===== config.mk =====
export PLATFORM = sky130hd
export DESIGN_NAME = sbs_burst_sequencer
export DESIGN_NICKNAME = d
export VERILOG_FILES = /design/src/inc/sbs_pkg.sv /design/src/inc/sbs_burst_if.sv /design/src/verilog/sbs_burst_sequencer.sv /design/src/verilog/sbs_col_gen.sv /design/src/verilog/sbs_lat_pipe.sv
export VERILOG_INCLUDE_DIRS = /design/src /design/src/inc
export SDC_FILE = /design/constraint.sdc
export NUM_CORES = 1
export LEC_CHECK = 0
export CAP_MARGIN = 30
export CORE_UTILIZATION = 48
export CTS_BUF_LIST = sky130_fd_sc_hd__clkbuf_4
export DETAILED_ROUTE_END_ITERATION = 6
export DONT_BUFFER_PORTS = 1
export PLACE_DENSITY = 0.73
export SYNTH_ARGS = -nofsm -noshare
export SYNTH_HDL_FRONTEND = slang
export SYNTH_HIERARCHICAL = 1
export SYNTH_SLANG_ARGS = --single-unit

===== constraint.sdc =====
create_clock -name hclk -period 5.45 [get_ports hclk]
set_clock_uncertainty 0.2 [all_clocks]
set_input_delay 1.09 -clock hclk [delete_from_list [all_inputs] [get_ports hclk]]
set_output_delay 1.09 -clock hclk [all_outputs]
set_load 0.02 [all_outputs]

===== src/inc/sbs_cfg.svh =====
// offsets, field positions, codes and reset values of the burst sequencer
`ifndef SBS_CFG_SVH
`define SBS_CFG_SVH

`define SBS_COL_W         10
`define SBS_ADDR_W        8

`define SBS_OFF_MODE      8'h00
`define SBS_OFF_STATUS    8'h04
`define SBS_OFF_LAST      8'h08
`define SBS_OFF_COUNT     8'h0C

`define SBS_BL_LSB        0
`define SBS_BL_MSB        2
`define SBS_ORDER_BIT     3
`define SBS_LAT_LSB       4
`define SBS_LAT_MSB       6
`define SBS_OPM_LO_BIT    7
`define SBS_OPM_HI_BIT    8
`define SBS_WSS_BIT       9
`define SBS_MODE_W        10
`define SBS_MODE_RST      10'h020

`define SBS_BL_1          3'h0
`define SBS_BL_2          3'h1
`define SBS_BL_4          3'h2
`define SBS_BL_8          3'h3
`define SBS_BL_PAGE       3'h7
`define SBS_MASK_1        10'h000
`define SBS_MASK_2        10'h001
`define SBS_MASK_4        10'h003
`define SBS_MASK_8        10'h007
`define SBS_MASK_PAGE     10'h3FF

`define SBS_LAT_2         3'h2
`define SBS_LAT_3         3'h3

`define SBS_CMD_NOP       2'h0
`define SBS_CMD_READ      2'h1
`define SBS_CMD_WRITE     2'h2
`define SBS_CMD_TERM      2'h3

`define SBS_ST_BUSY       0
`define SBS_ST_MODE_OK    1
`define SBS_ST_DQ_OE      2
`define SBS_ST_PAGE       3
`define SBS_ST_COL_LSB    16

`define SBS_LAST_WR_BIT   16
`define SBS_CNT_W         16
`define SBS_CNT_REF_LSB   16

`define SBS_RD_STAGES     3

`endif


===== src/inc/sbs_pkg.sv =====
// types shared by the burst sequencer modules
`include "sbs_cfg.svh"

package sbs_pkg;
  typedef logic [`SBS_COL_W-1:0]  sbs_col_t;
  typedef logic [1:0]             sbs_cmd_t;
  typedef logic [`SBS_MODE_W-1:0] sbs_mode_t;
  typedef enum logic {SBS_IDLE, SBS_BURST} sbs_state_e;
endpackage


===== src/inc/sbs_burst_if.sv =====
// carrier between the sequencer, its column generator and read pipeline
`timescale 1ns/100ps
`default_nettype none

interface sbs_burst_if;
  import sbs_pkg::*;
  sbs_col_t start_col;
  sbs_col_t beat;
  sbs_col_t mask;
  logic     interleave;
  sbs_col_t col;
  logic     acc_valid;
  logic     acc_write;
  sbs_col_t acc_col;
  logic     lat3;

  modport seq  (output start_col, beat, mask, interleave,
                output acc_valid, acc_write, acc_col, lat3,
                input  col);
  modport gen  (input  start_col, beat, mask, interleave,
                output col);
  modport pipe (input  acc_valid, acc_write, acc_col, lat3);
endinterface

`default_nettype wire


===== src/verilog/sbs_burst_sequencer.sv =====
// burst sequencer of a synchronous dram with its ahb-lite mode registers
//
// Design decisions made here: the register addresses and the AHB-Lite interface to the registers.
`timescale 1ns/100ps
`default_nettype none
`include "sbs_cfg.svh"

module sbs_burst_sequencer
  import sbs_pkg::*;
(
  input  wire logic        hclk,
  input  wire logic        hresetn,
  input  wire logic        hsel,
  input  wire logic [31:0] haddr,
  input  wire logic [1:0]  htrans,
  input  wire logic        hwrite,
  input  wire logic [2:0]  hsize,
  input  wire logic [31:0] hwdata,
  input  wire logic        hready,
  output logic             hreadyout,
  output logic             hresp,
  output logic [31:0]      hrdata,
  input  wire sbs_cmd_t    cmd,
  input  wire sbs_col_t    cmd_col,
  output logic             acc_valid,
  output logic             acc_write,
  output sbs_col_t         acc_col,
  output logic             dq_oe,
  output logic             rd_valid,
  output sbs_col_t         rd_col
);

  sbs_burst_if bif ();

  sbs_mode_t  mode;
  sbs_state_e state;
  sbs_col_t   start_col;
  sbs_col_t   beat;
  sbs_col_t   mask_q;
  logic       ilv_q;
  logic       page_q;
  logic       last_wr;
  sbs_col_t   last_col;
  logic [`SBS_CNT_W-1:0] cnt_ok;
  logic [`SBS_CNT_W-1:0] cnt_ref;

  logic [`SBS_ADDR_W-1:0] addr_q;
  logic       wr_pend;
  logic       rd_wait;
  logic       sel_go;

  logic [2:0] bl_code;
  logic [2:0] lat_code;
  logic       order_ilv;
  logic       wss;
  logic       bl_ok;
  logic       lat_ok;
  logic       opm_ok;
  logic       mode_ok;
  sbs_col_t   mode_mask;
  sbs_col_t   cmd_mask;
  logic       is_rw;
  logic       go;
  logic       page_cmd;
  logic       last_beat;
  logic [31:0] rd_mux;

  // ---------------- mode decode ----------------
  always_comb begin
    bl_code   = mode[`SBS_BL_MSB:`SBS_BL_LSB];
    lat_code  = mode[`SBS_LAT_MSB:`SBS_LAT_LSB];
    order_ilv = mode[`SBS_ORDER_BIT];
    wss       = mode[`SBS_WSS_BIT];
    opm_ok    = ~mode[`SBS_OPM_LO_BIT] & ~mode[`SBS_OPM_HI_BIT];
    lat_ok    = (lat_code == `SBS_LAT_2) || (lat_code == `SBS_LAT_3);
    bl_ok     = 1'b1;
    case (bl_code)
      `SBS_BL_1: mode_mask = `SBS_MASK_1;
      `SBS_BL_2: mode_mask = `SBS_MASK_2;
      `SBS_BL_4: mode_mask = `SBS_MASK_4;
      `SBS_BL_8: mode_mask = `SBS_MASK_8;
      `SBS_BL_PAGE: begin
        mode_mask = `SBS_MASK_PAGE;
        bl_ok     = ~order_ilv;
      end
      default: begin
        mode_mask = `SBS_MASK_1;
        bl_ok     = 1'b0;
      end
    endcase
    // reserved settings stop new bursts instead of guessing a behaviour
    mode_ok = bl_ok & lat_ok & opm_ok;
  end

  // ---------------- command decode ----------------
  always_comb begin
    is_rw = (cmd == `SBS_CMD_READ) || (cmd == `SBS_CMD_WRITE);
    go    = is_rw & mode_ok;
    if ((cmd == `SBS_CMD_WRITE) && wss) begin
      cmd_mask = `SBS_MASK_1;
    end else begin
      cmd_mask = mode_mask;
    end
    page_cmd  = (cmd_mask == `SBS_MASK_PAGE);
    last_beat = (beat == mask_q) && !page_q;
  end

  // ---------------- burst state ----------------
  always_ff @(posedge hclk or negedge hresetn) begin
    if (!hresetn) begin
      state <= SBS_IDLE;
    end else if (go) begin
      // a new command cuts any burst in progress
      if (cmd_mask == `SBS_MASK_1) begin
        state <= SBS_IDLE;
      end else begin
        state <= SBS_BURST;
      end
    end else if (cmd == `SBS_CMD_TERM) begin
      state <= SBS_IDLE;
    end else begin
      case (state)
        SBS_IDLE:  state <= SBS_IDLE;
        SBS_BURST: begin
          if (last_beat) begin
            state <= SBS_IDLE;
          end
        end
        default:   state <= SBS_IDLE;
      endcase
    end
  end

  always_ff @(posedge hclk or negedge hresetn) begin
    if (!hresetn) begin
      start_col <= '0;
      mask_q    <= '0;
      ilv_q     <= 1'b0;
      page_q    <= 1'b0;
      beat      <= '0;
    end else if (go) begin
      start_col <= cmd_col;
      mask_q    <= cmd_mask;
      ilv_q     <= order_ilv;
      page_q    <= page_cmd;
      beat      <= sbs_col_t'(1);
    end else if (state == SBS_BURST) begin
      beat      <= sbs_col_t'(beat + sbs_col_t'(1));
    end
  end

  // beat 0 is the start column in both orders
  always_ff @(posedge hclk or negedge hresetn) begin
    if (!hresetn) begin
      acc_valid <= 1'b0;
      acc_write <= 1'b0;
      acc_col   <= '0;
    end else if (go) begin
      acc_valid <= 1'b1;
      acc_write <= (cmd == `SBS_CMD_WRITE);
      acc_col   <= cmd_col;
    end else if (cmd == `SBS_CMD_TERM) begin
      acc_valid <= 1'b0;
    end else if (state == SBS_BURST) begin
      acc_valid <= 1'b1;
      acc_col   <= bif.col;
    end else begin
      acc_valid <= 1'b0;
    end
  end

  // ---------------- bookkeeping for software ----------------
  always_ff @(posedge hclk or negedge hresetn) begin
    if (!hresetn) begin
      last_wr  <= 1'b0;
      last_col <= '0;
    end else if (go) begin
      last_wr  <= (cmd == `SBS_CMD_WRITE);
      last_col <= cmd_col;
    end
  end

  // counters wrap; they only show activity
  always_ff @(posedge hclk or negedge hresetn) begin
    if (!hresetn) begin
      cnt_ok  <= '0;
      cnt_ref <= '0;
    end else if (go) begin
      cnt_ok  <= cnt_ok + 1'b1;
    end else if (is_rw) begin
      cnt_ref <= cnt_ref + 1'b1;
    end
  end

  // ---------------- carrier wiring ----------------
  assign bif.start_col  = start_col;
  assign bif.beat       = beat;
  assign bif.mask       = mask_q;
  assign bif.interleave = ilv_q;
  assign bif.acc_valid  = acc_valid;
  assign bif.acc_write  = acc_write;
  assign bif.acc_col    = acc_col;
  assign bif.lat3       = (lat_code == `SBS_LAT_3);

  sbs_col_gen u_col_gen (
    .bif (bif)
  );

  sbs_lat_pipe u_lat_pipe (
    .hclk     (hclk),
    .hresetn  (hresetn),
    .bif      (bif),
    .dq_oe    (dq_oe),
    .rd_valid (rd_valid),
    .rd_col   (rd_col)
  );

  // ---------------- ahb-lite slave ----------------
  assign sel_go = hsel & htrans[1] & hready;

  always_comb begin
    rd_mux = '0;
    case (addr_q)
      `SBS_OFF_MODE:   rd_mux[`SBS_MODE_W-1:0] = mode;
      `SBS_OFF_STATUS: begin
        rd_mux[`SBS_ST_BUSY]    = (state == SBS_BURST);
        rd_mux[`SBS_ST_MODE_OK] = mode_ok;
        rd_mux[`SBS_ST_DQ_OE]   = dq_oe;
        rd_mux[`SBS_ST_PAGE]    = page_q & (state == SBS_BURST);
        rd_mux[`SBS_ST_COL_LSB +: `SBS_COL_W] = acc_col;
      end
      `SBS_OFF_LAST: begin
        rd_mux[`SBS_COL_W-1:0]   = last_col;
        rd_mux[`SBS_LAST_WR_BIT] = last_wr;
      end
      `SBS_OFF_COUNT: begin
        rd_mux[`SBS_CNT_W-1:0] = cnt_ok;
        rd_mux[`SBS_CNT_REF_LSB +: `SBS_CNT_W] = cnt_ref;
      end
      default:         rd_mux = '0;
    endcase
  end

  // reads take one wait state so a write just before is already visible
  always_ff @(posedge hclk or negedge hresetn) begin
    if (!hresetn) begin
      addr_q    <= '0;
      wr_pend   <= 1'b0;
      rd_wait   <= 1'b0;
      hreadyout <= 1'b1;
      hrdata    <= '0;
    end else if (rd_wait) begin
      rd_wait   <= 1'b0;
      hreadyout <= 1'b1;
      hrdata    <= rd_mux;
    end else begin
      wr_pend   <= sel_go & hwrite;
      rd_wait   <= sel_go & ~hwrite;
      hreadyout <= ~(sel_go & ~hwrite);
      if (sel_go) begin
        addr_q <= haddr[`SBS_ADDR_W-1:0];
      end
    end
  end

  always_ff @(posedge hclk or negedge hresetn) begin
    if (!hresetn) begin
      hresp <= 1'b0;
    end else begin
      hresp <= 1'b0;
    end
  end

  // only whole-word writes are issued; other lanes are not checked
  always_ff @(posedge hclk or negedge hresetn) begin
    if (!hresetn) begin
      mode <= `SBS_MODE_RST;
    end else if (wr_pend && (addr_q == `SBS_OFF_MODE)) begin
      mode <= hwdata[`SBS_MODE_W-1:0];
    end
  end

endmodule

`default_nettype wire


===== src/verilog/sbs_col_gen.sv =====
// column of a given beat inside the wrap block
`timescale 1ns/100ps
`default_nettype none

module sbs_col_gen
  import sbs_pkg::*;
(
  sbs_burst_if.gen bif
);

  sbs_col_t offset;

  always_comb begin
    if (bif.interleave) begin
      offset = bif.start_col ^ bif.beat;
    end else begin
      offset = sbs_col_t'(bif.start_col + bif.beat);
    end
    // upper bits keep the block, lower bits wrap inside it
    bif.col = (bif.start_col & ~bif.mask) | (offset & bif.mask);
  end

endmodule

`default_nettype wire


===== src/verilog/sbs_lat_pipe.sv =====
// read latency pipeline: data tokens and output enable timing
`timescale 1ns/100ps
`default_nettype none
`include "sbs_cfg.svh"

module sbs_lat_pipe
  import sbs_pkg::*;
(
  input  wire logic  hclk,
  input  wire logic  hresetn,
  sbs_burst_if.pipe  bif,
  output logic       dq_oe,
  output logic       rd_valid,
  output sbs_col_t   rd_col
);

  logic     stg_v [`SBS_RD_STAGES];
  sbs_col_t stg_c [`SBS_RD_STAGES];

  // stage 0 is the access itself, registered on the command edge
  always_comb begin
    stg_v[0] = bif.acc_valid & ~bif.acc_write;
    stg_c[0] = bif.acc_col;
  end

  genvar k;
  generate
    for (k = 1; k < `SBS_RD_STAGES; k++) begin : g_stage
      always_ff @(posedge hclk or negedge hresetn) begin
        if (!hresetn) begin
          stg_v[k] <= 1'b0;
          stg_c[k] <= '0;
        end else begin
          stg_v[k] <= stg_v[k-1];
          stg_c[k] <= stg_c[k-1];
        end
      end
    end
  endgenerate

  // data valid at edge n+m
  always_ff @(posedge hclk or negedge hresetn) begin
    if (!hresetn) begin
      rd_valid <= 1'b0;
      rd_col   <= '0;
    end else if (bif.lat3) begin
      rd_valid <= stg_v[2];
      rd_col   <= stg_c[2];
    end else begin
      rd_valid <= stg_v[1];
      rd_col   <= stg_c[1];
    end
  end

  // drive from edge n+m-1 until the last beat has been shown
  always_ff @(posedge hclk or negedge hresetn) begin
    if (!hresetn) begin
      dq_oe <= 1'b0;
    end else if (bif.lat3) begin
      dq_oe <= stg_v[1] | stg_v[2];
    end else begin
      dq_oe <= stg_v[0] | stg_v[1];
    end
  end

endmodule

`default_nettype wire


Yosys cells after proc, flatten, opt, wreduce, memory -nomap -nowiden. Index checks and enable logic that the tools add are counted. Widths: inputs -> output; s select.

Output and inout port bits: 58. Logic and storage cells: 111. Memories kept: 0. Register bits: 164. Bits in latches: 0. RAM bits: 0. Memory bits (read-only): 0. Bits of input ports: 86.

Add/sub/neg operators: 4. Equality and inequality tests: 15. Reduce and logical (&&, ||, !) cells: 14. Magnitude comparators: 0. Multiply operators: 0. Divide/modulo/power cells: 0. Multiplexer cells: 28. Bitwise operators: 26. Shift operators: 0.

Operators by type and width (count): $mux 10 (8); $pmux 10 s4 (1); $add 16x1->16 const B (2); $and 10x10->10 (2); $pmux 6 s3 (1); $pmux 9 s2 (1); $eq 8x4->1 const B (2); $pmux 4 s4 (1); $eq 3x2->1 const B (4); $mux 6 (2); $mux 1 (11); $add 10x1->10 const B (1); $add 10x10->10 (1); $and 1x1->1 (10); $eq 10x10->1 (1); $eq 10x10->1 const B (1); $logic_not 10->1 (1); $not 10->10 (1); $or 10x10->10 (1); $xor 10x10->10 (1); $not 1->1 (9); $eq 8x3->1 const B (1); $logic_not 8->1 (1); $reduce_and 2->1 (3); 14 further kinds (20).

Logic depth before layout (Yosys ltp). Gate-level depths: netlist of run 1.

Depth after elaboration: 8. Gate-level depth with buffers: 9. Gate-level depth less buffers: 9.

Cells and area by module. Netlist of run 1, hierarchy kept.

Modules (own cells, without submodules): sbs_burst_sequencer (area each 5511.5 um^2, seq. area each 3105.5 um^2, cells each 484, instances 1); sbs_lat_pipe (area each 1036.0 um^2, seq. area each 850.8 um^2, cells each 50, instances 1); sbs_col_gen (area each 603.1 um^2, seq. area each 0.0 um^2, cells each 84, instances 1).

Least setup slack after synthesis of run 1. OpenSTA, ideal clock, no wires.

Kind: in2reg. Start: input cmd[0]. End: register cnt_ref[15]. Arrival: 2.188 ns. Buffers on the path: 0. Setup slack: 2.940 ns. Stages: 5. Data required time: 5.127 ns. Library setup time: 0.123 ns. Path through: inv_1 > ha_1 > nor3_1 > nand4_1 > xnor2_1.

Word-level cells in the longest chain between the ends: 5. Elaborated cells on any way between the ends: 6. Those cells by class: eq/ne (2); bitwise (2); reduce/logical (2).

RTL lines: start: declaration (line sbs_burst_sequencer.sv:23) `input wire sbs_cmd_t cmd,`; $eq 2x1->1 (no source line) / $eq 2x2->1 (equally long branches); $logic_or 1x1->1 * (line sbs_burst_sequencer.sv:97) `` is_rw = (cmd == `SBS_CMD_READ) || (cmd == `SBS_CMD_WRITE); ``; $and 1x1->1 (line sbs_burst_sequencer.sv:98) `go = is_rw & mode_ok;`; $not 1->1 (no source line); $reduce_and 2->1 (no source line) *; end signal: assignment (line sbs_burst_sequencer.sv:191) `cnt_ref <= cnt_ref + 1'b1;`; end: declaration (line sbs_burst_sequencer.sv:45) `` logic [`SBS_CNT_W-1:0] cnt_ref; ``.

Every way passes the cells marked *; elsewhere a longest branch is shown, timed or not. A chain may end at the register's enable or synchronous reset.

Worst setup path in the final report of run 1.
Start: register rd_wait. End: register addr_q[4].

Word-level cells in the longest chain between the ends: 2.

RTL lines: start: declaration (line sbs_burst_sequencer.sv:49) `logic rd_wait;`; start signal: assignment (line sbs_burst_sequencer.sv:258) `rd_wait <= sel_go & ~hwrite;`; $not 1->1 (no source line); $reduce_and 2->1 (no source line); end signal: assignment (line sbs_burst_sequencer.sv:261) `` addr_q <= haddr[`SBS_ADDR_W-1:0]; ``; end: declaration (line sbs_burst_sequencer.sv:47) `` logic [`SBS_ADDR_W-1:0] addr_q; ``.

Every way passes these cells.

==> summary.txt, run 1 <==
Setup Viol. Count Final: 0
placed cell area: 7310 µm²
Area Overhead vs Synth: 6.02%
RSZ-0062 raised after global routing: false
std cell rows: 44
core box area: 14,500 µm²
Post-Syn Instances: 618
mapped cell area: 7150 µm²
initial core utilization: 49.2%
Critical path origin: rd_wait
Slew headroom: 43.8%
TritonRoute pass-1 iters: 4
CTS H-Tree Depth: 4
Clk network pwr share: 18.8%
Worst-Margin Slew: 0.843 ns
Sw Share: 38.4%
Int Pwr: 2.02 mW
Port Buffer Count: 0
vias in the first global route: 4,717
setup slack, reg-to-reg: 2.58 ns
Worst Hold Class: input port to async pin
Post-synth ARST share: 100%
simple logic cell fraction of the synthesized area: 14.6%
CTS max path bufs: 2
P_leak: 3.54 nW
number of CTS-inserted buffers: 17
Worst-Skew Late Latency: 0.58 ns
required time of the critical path: 5.73 ns
die area: 15,400 µm²
synth top area cells: dfrtp_1 (55%), mux2_2 (3.9%), nand2_1 (3.7%)
Die Width: 124 µm
largest net degree at the start of global routing: 157
status: complete, no violations
top-area cell type share of the netlist area: 54.6%
post-synthesis sequential area ratio: 55.3%
post-synthesis area per instance: 11.6 µm²
largest family of logic cells by synthesized area: simple AND/OR/NAND/NOR gates
Peak VDD IR: 171 µV
Num Clock Sinks: 158
Max Fanout on Critical Path: 25
commonest non-fill, non-tap cells in the layout: dfrtp_1 (156), nand2_1 (70), nor2_1 (35)
CTS resizes: 0
compound-cell area share of the yosys netlist: 10.6%
WS Path Type: flip-flop to flip-flop
dpl hpwl: 11,300 µm
vias per inst: 5.91
initial antenna violation count: 0
WP data arrival: 3.15 ns
Logic pwr share: 23.3%
DR iter-0 viols: 381
Fill cells: 1,279
Vias: 4,832
Max-Cap Viols: 0
most common flop cell mapped by yosys: dfrtp_1
Die Ht: 124 µm
Netlist cell types: 67
CP Launch Type: flip-flop
Routed WL: 15,900 µm
CP Capture Type: flip-flop
FF-to-FF Start: rd_wait
number of synthesized flops with an enable pin: 0
Synthesis Warnings: 6
Post-Syn Nets: 719
global-route usage over all layers: 21.8%
R2R cell count: 3
commonest non-fill, non-tap cell in the layout: dfrtp_1
RR Endpoint: addr_q[4]
Root Buffer: clkbuf_4
# DRC: 0
global route overflow: 0
Synth Register Bits: 158
Flop pwr share: 57.9%
boundary pin count: 144
Max Slew Vio Count: 0
RD Place Congestion: 0.828
Finished Core Util: 52.2%
Final Critical Period: 2.87 ns
fmax: 0.349 GHz
first-pass GRT wire length: 24,800 µm
multiplexer share of the synthesized area: 9.08%
xor/xnor share of the synthesized area: 5.27%
Post-Synth Adder-Cell Area: 2.73%
share of cells above drive strength 1: 13.5%
CTS tree: done
setup_tns: 0 ns
Final Cycle Share: 52.6%
CP Capture Point: addr_q[4]
switching pwr: 1.26 mW
Synth area leader: dfrtp_1
post-route ant nets: 0
Clock transition at path regs: 0.13 ns
WHS: 0.125 ns
Layout Nets: 719
Fin. Hold Viols: 0
final design area excluding fillers: 7580 µm²
P per Cell Area: 434 nW/µm²
wire length per cell: 19.4 µm
==> critical path, cell delays in order, from the launching register on <==
cell      delay (ns)
dfrtp_1         0.76
clkinv_1        0.77
nand4_1         0.62
mux2_2          0.40
==> cell usage after synthesis (2+ instances only) <==
cell type  instances
dfstp_2            2
o211ai_1           4
and4_1             3
nor4b_1            3
dfrtp_1          156
a22o_1            15
clkbuf_1          15
and2_1             3
inv_1             10
nor2_1            35
or3_1              5
o21ai_0           24
o21ai_1            2
a21o_1             3
a21oi_1           19
a211oi_2           2
buf_4              3
and3_1             7
nor3_1            13
o21a_1             2
nor2b_1           12
nand3_1           15
mux2_2            25
nor3b_1            2
a31oi_1            3
buf_1              2
o211a_1            2
nand4_1           18
a221o_1            9
mux2i_1           18
nand3b_1           3
buf_2              3
nand2_1           70
and3b_1            3
o2bb2ai_1          8
xor2_1            17
mux2_4             8
nand2b_1           4
ha_1              14
xnor2_1           26
mux4_2             3
buf_6              2
==> final cells by class <==
type | instances | area [µm²] | share of cell area (%)
Clock inverter | 15 | 115 | 1.52
Inverter | 11 | 41.3 | 0.545
Sequential cell | 158 | 3960 | 52.2
Multi-Input combinational cell | 424 | 3040 | 40.1
Tap cell | 184 | 230 | 3.04
Timing Repair Buffer | 6 | 62.6 | 0.825
Antenna cell | 2 | 5.00 | 0.0660
Clock buffer | 17 | 128 | 1.68
==> timing repair <==
action	in CTS	in global routing
hold buffers	1	0
setup endpoints to repair	0	0
setup buffers	0	0
hold endpoints to repair	156	0
==> stage by stage <==
step	power [mW]	cells	setup WS, ns
CTS	3.31	815	2.60
detailed placement	2.67	782	2.36
floorplan	2.41	618	2.94
global placement	2.61	780	2.41
global route	3.49	815	2.41
finish	3.29	817	2.58
==> sequential cells by signal (all words and copies together), names as in the netlist, 2 cells and up <==
name and count:
hrdata 32, u_lat_pipe/stg_c 20, cnt_ok 16, cnt_ref 16, acc_col 10, beat 10
last_col 10, mode 10, u_lat_pipe/rd_col 10, addr_q 8, bif.mask 4, u_lat_pipe/stg_v 2
==> how the worst min path moves through the flow <==
stage,startpoint,endpoint,slack (ns),cells after the start
5_1_grt,hresetn,hreadyout,0.08,0
6_report,hresetn,hreadyout,0.12,0
4_1_cts,hresetn,mode[5],0.1,0
2_1_floorplan,u_lat_pipe/stg_c[17],u_lat_pipe/stg_c[7],0.15,0
3_5_place_dp,u_lat_pipe/stg_c[19],u_lat_pipe/stg_c[9],0.16,0
3_3_place_gp,u_lat_pipe/stg_c[18],u_lat_pipe/stg_c[8],0.16,0
==> layer usage <==
metal	wire (µm)	global-route usage (%)	part of all wire, %	vias to the layer above
met5	0	0	0	-
met4	327	9.38	2.1	0
met3	1040	6.46	6.5	30
met2	7910	35.7	50	131
met1	6570	26.6	41	2455
li1	-	-	-	2216
==> power by group through the flow <==
stage	Sequential [mW]	Clock, mW	Combinational (mW)
2_1_floorplan	1.76	0	0.654
3_3_place_gp	1.91	0	0.699
3_5_place_dp	1.93	0	0.739
4_1_cts	1.91	0.637	0.768
5_1_grt	1.95	0.680	0.859
6_report	1.90	0.619	0.767
==> cell families after synthesis <==
group,after synthesis
AOI/OAI and AO/OA,106
xor gates and xnor gates,43
adders and majority gates,15
buffers and inverters,36
DFF,158
muxes,54
other,1
and+or+nand+nor,205
No activity file was read; power rests on OpenSTA's default activity.
==> inputs of run 2 (changes only) <==
- PLACE_DENSITY: 0.73 -> 0.75
- clock period: 5.45 -> 2.3 ns (I/O delays scaled with it)
==> summary.txt, run 2 (same netlist as run 1, synthesis figures left out) <==
Slowest Stage Delay on Critical Path: 0.49 ns
Final WS setup: -0.0532 ns
failing checks: hold timing, setup timing
Max-Cap Viols: 0
global route overflow: 0
Fin. Hold Viols: 158
Vias: 5,229
total power: 8.77 mW
Routed WL: 16,700 µm
P per Cell Area: 1050 nW/µm²
Slew headroom: 61.9%
Port Buffer Count: 0
largest net degree at the start of global routing: 159
Worst-Margin Slew: 0.571 ns
Post-Place Cells: 820
DR iter-0 viols: 440
vias per inst: 5.87
Num Clock Sinks: 158
Final Critical Period: 2.35 ns
R2R cell count: 8
CP Capture Type: flip-flop
share of cells above drive strength 1: 20.0%
fmax: 0.425 GHz
Worst-Skew Late Latency: 0.57 ns
RR Endpoint: acc_col[9]
commonest non-fill, non-tap cells in the layout: dfrtp_1 (154), nand2_1 (70), buf_4 (46)
boundary pin count: 144
first-pass GRT wire length: 26,000 µm
Worst Hold Class: input port to async pin
initial antenna violation count: 1
setup slack, reg-to-reg: -0.05 ns
Die Ht: 124 µm
Max Fanout on Critical Path: 2
CTS max path bufs: 2
Hold-fix buffers, CTS: 31
CTS H-Tree Depth: 4
CP max stage cell: or4b_1
kind of cell adding the most delay to the critical path: simple AND/OR/NAND/NOR gates
Max Slew Vio Count: 0
Die Width: 124 µm
Peak VDD IR: 453 µV
Setup Viol. Count Final: 1
# DRC: 0
CP Launch Type: flip-flop
Buf+Inv Stages, Crit Path: 0
die area: 15,400 µm²
status: finished, violations left
TritonRoute pass-1 iters: 5
number of CTS-inserted buffers: 17
std cell rows: 44
Layout Nets: 794
Root Buffer: clkbuf_4
RD Place Congestion: 0.880
Final Cycle Share: 102%
post-route ant nets: 0
WS Path Type: flip-flop to flip-flop
commonest non-fill, non-tap cell in the layout: dfrtp_1
global-route usage over all layers: 22.5%
WP data arrival: 2.65 ns
pre-CTS WS: -0.131 ns
Regs by FF count: hrdata x32, u_lat_pipe/stg_c x20
core box area: 14,500 µm²
FF-to-FF Start: last_col[1]
Area Overhead vs Synth: 17.4%
required time of the critical path: 2.60 ns
crit path cell chain: ha_4 -> a211oi_4 -> o21ai_2 -> and3b_4 -> or4b_1 -> nand4_1 -> mux2i_1 -> o21ai_1
initial core utilization: 49.2%
placed cell area: 7620 µm²
wire length per cell: 18.8 µm
final design area excluding fillers: 8390 µm²
RSZ-0062 raised after global routing: true
dpl hpwl: 11,500 µm
P_leak: 3.92 nW
Largest Register: hrdata
setup_tns: -0.0532 ns
Finished Core Util: 57.7%
CTS tree: done
max reg flops: 32
vias in the first global route: 5,127
WHS: -0.626 ns
Clock transition at path regs: 0.14 ns
Final Non-Filler Cells: 891
run 2: cell types whose count changed in the layout (fill, tap and decap cells not counted), sizes merged:
cell	before	now
buf	6	49
inv	13	12
diode	2	1
clkinv	10	6
clkinvlp	3	4
clkbuf	17	19
bufinv	0	3
dlygate4sd3	0	31
run 2: power breakdown:
part / total (mW) / leakage [nW] / switching (mW) / internal [mW]
sequential: 4.36 / 2.05 / 0.927 / 3.43
combinational: 2.66 / 1.72 / 1.25 / 1.41
clock: 1.75 / 0.150 / 0.990 / 0.764
total: 8.77 / 3.92 / 3.16 / 5.61
run 2: layout make-up:
| cell class | instances | area (µm²) |
|---|---|---|
| clock buffer | 18 | 135 |
| timing repair buffer | 81 | 717 |
| inverter | 11 | 41.3 |
| antenna | 1 | 2.50 |
| clock inverter | 14 | 168 |
| sequential | 158 | 3960 |
| fill | 1174 | 6140 |
| multi-input combinational | 424 | 3140 |
| tap | 184 | 230 |
run 2: worst max path at each step:
stage	to	cells past startpoint	start	slack [ns]
6_report	acc_col[9]	8	last_col[1]	-0.05
5_1_grt	acc_col[4]	10	beat[0]	-0.12
4_1_cts	acc_col[8]	9	last_col[1]	0.01
3_5_place_dp	acc_col[8]	9	last_col[0]	-0.13
3_3_place_gp	acc_col[8]	9	last_col[0]	-0.06
2_1_floorplan	acc_col[8]	9	beat[0]	0.02
run 2: routing by layer:
metal,vias to the layer above,global-route usage (%),routed length (µm)
met5,-,0,0
met4,0,8.48,388
met3,31,6.04,955
met2,168,36.4,8320
met1,2652,29.0,7070
li1,2378,-,-
run 2: what timing repair did:
action                                  CTS  global route
hold endpoints to repair                200           158
endpoints found under the setup margin    3             7
setup buffers                             4             2
pin swaps                                 7            10
gates resized for setup                  12            11
gates cloned                              0             1
run 2: worst reg2reg max path, cell delays in order, from the launching register on:
cell and delay [ns]:
dfrtp_2 0.46, ha_4 0.27, a211oi_4 0.30, o21ai_2 0.09, and3b_4 0.19, or4b_1 0.49, nand4_1 0.08, mux2i_1 0.07
o21ai_1 0.13
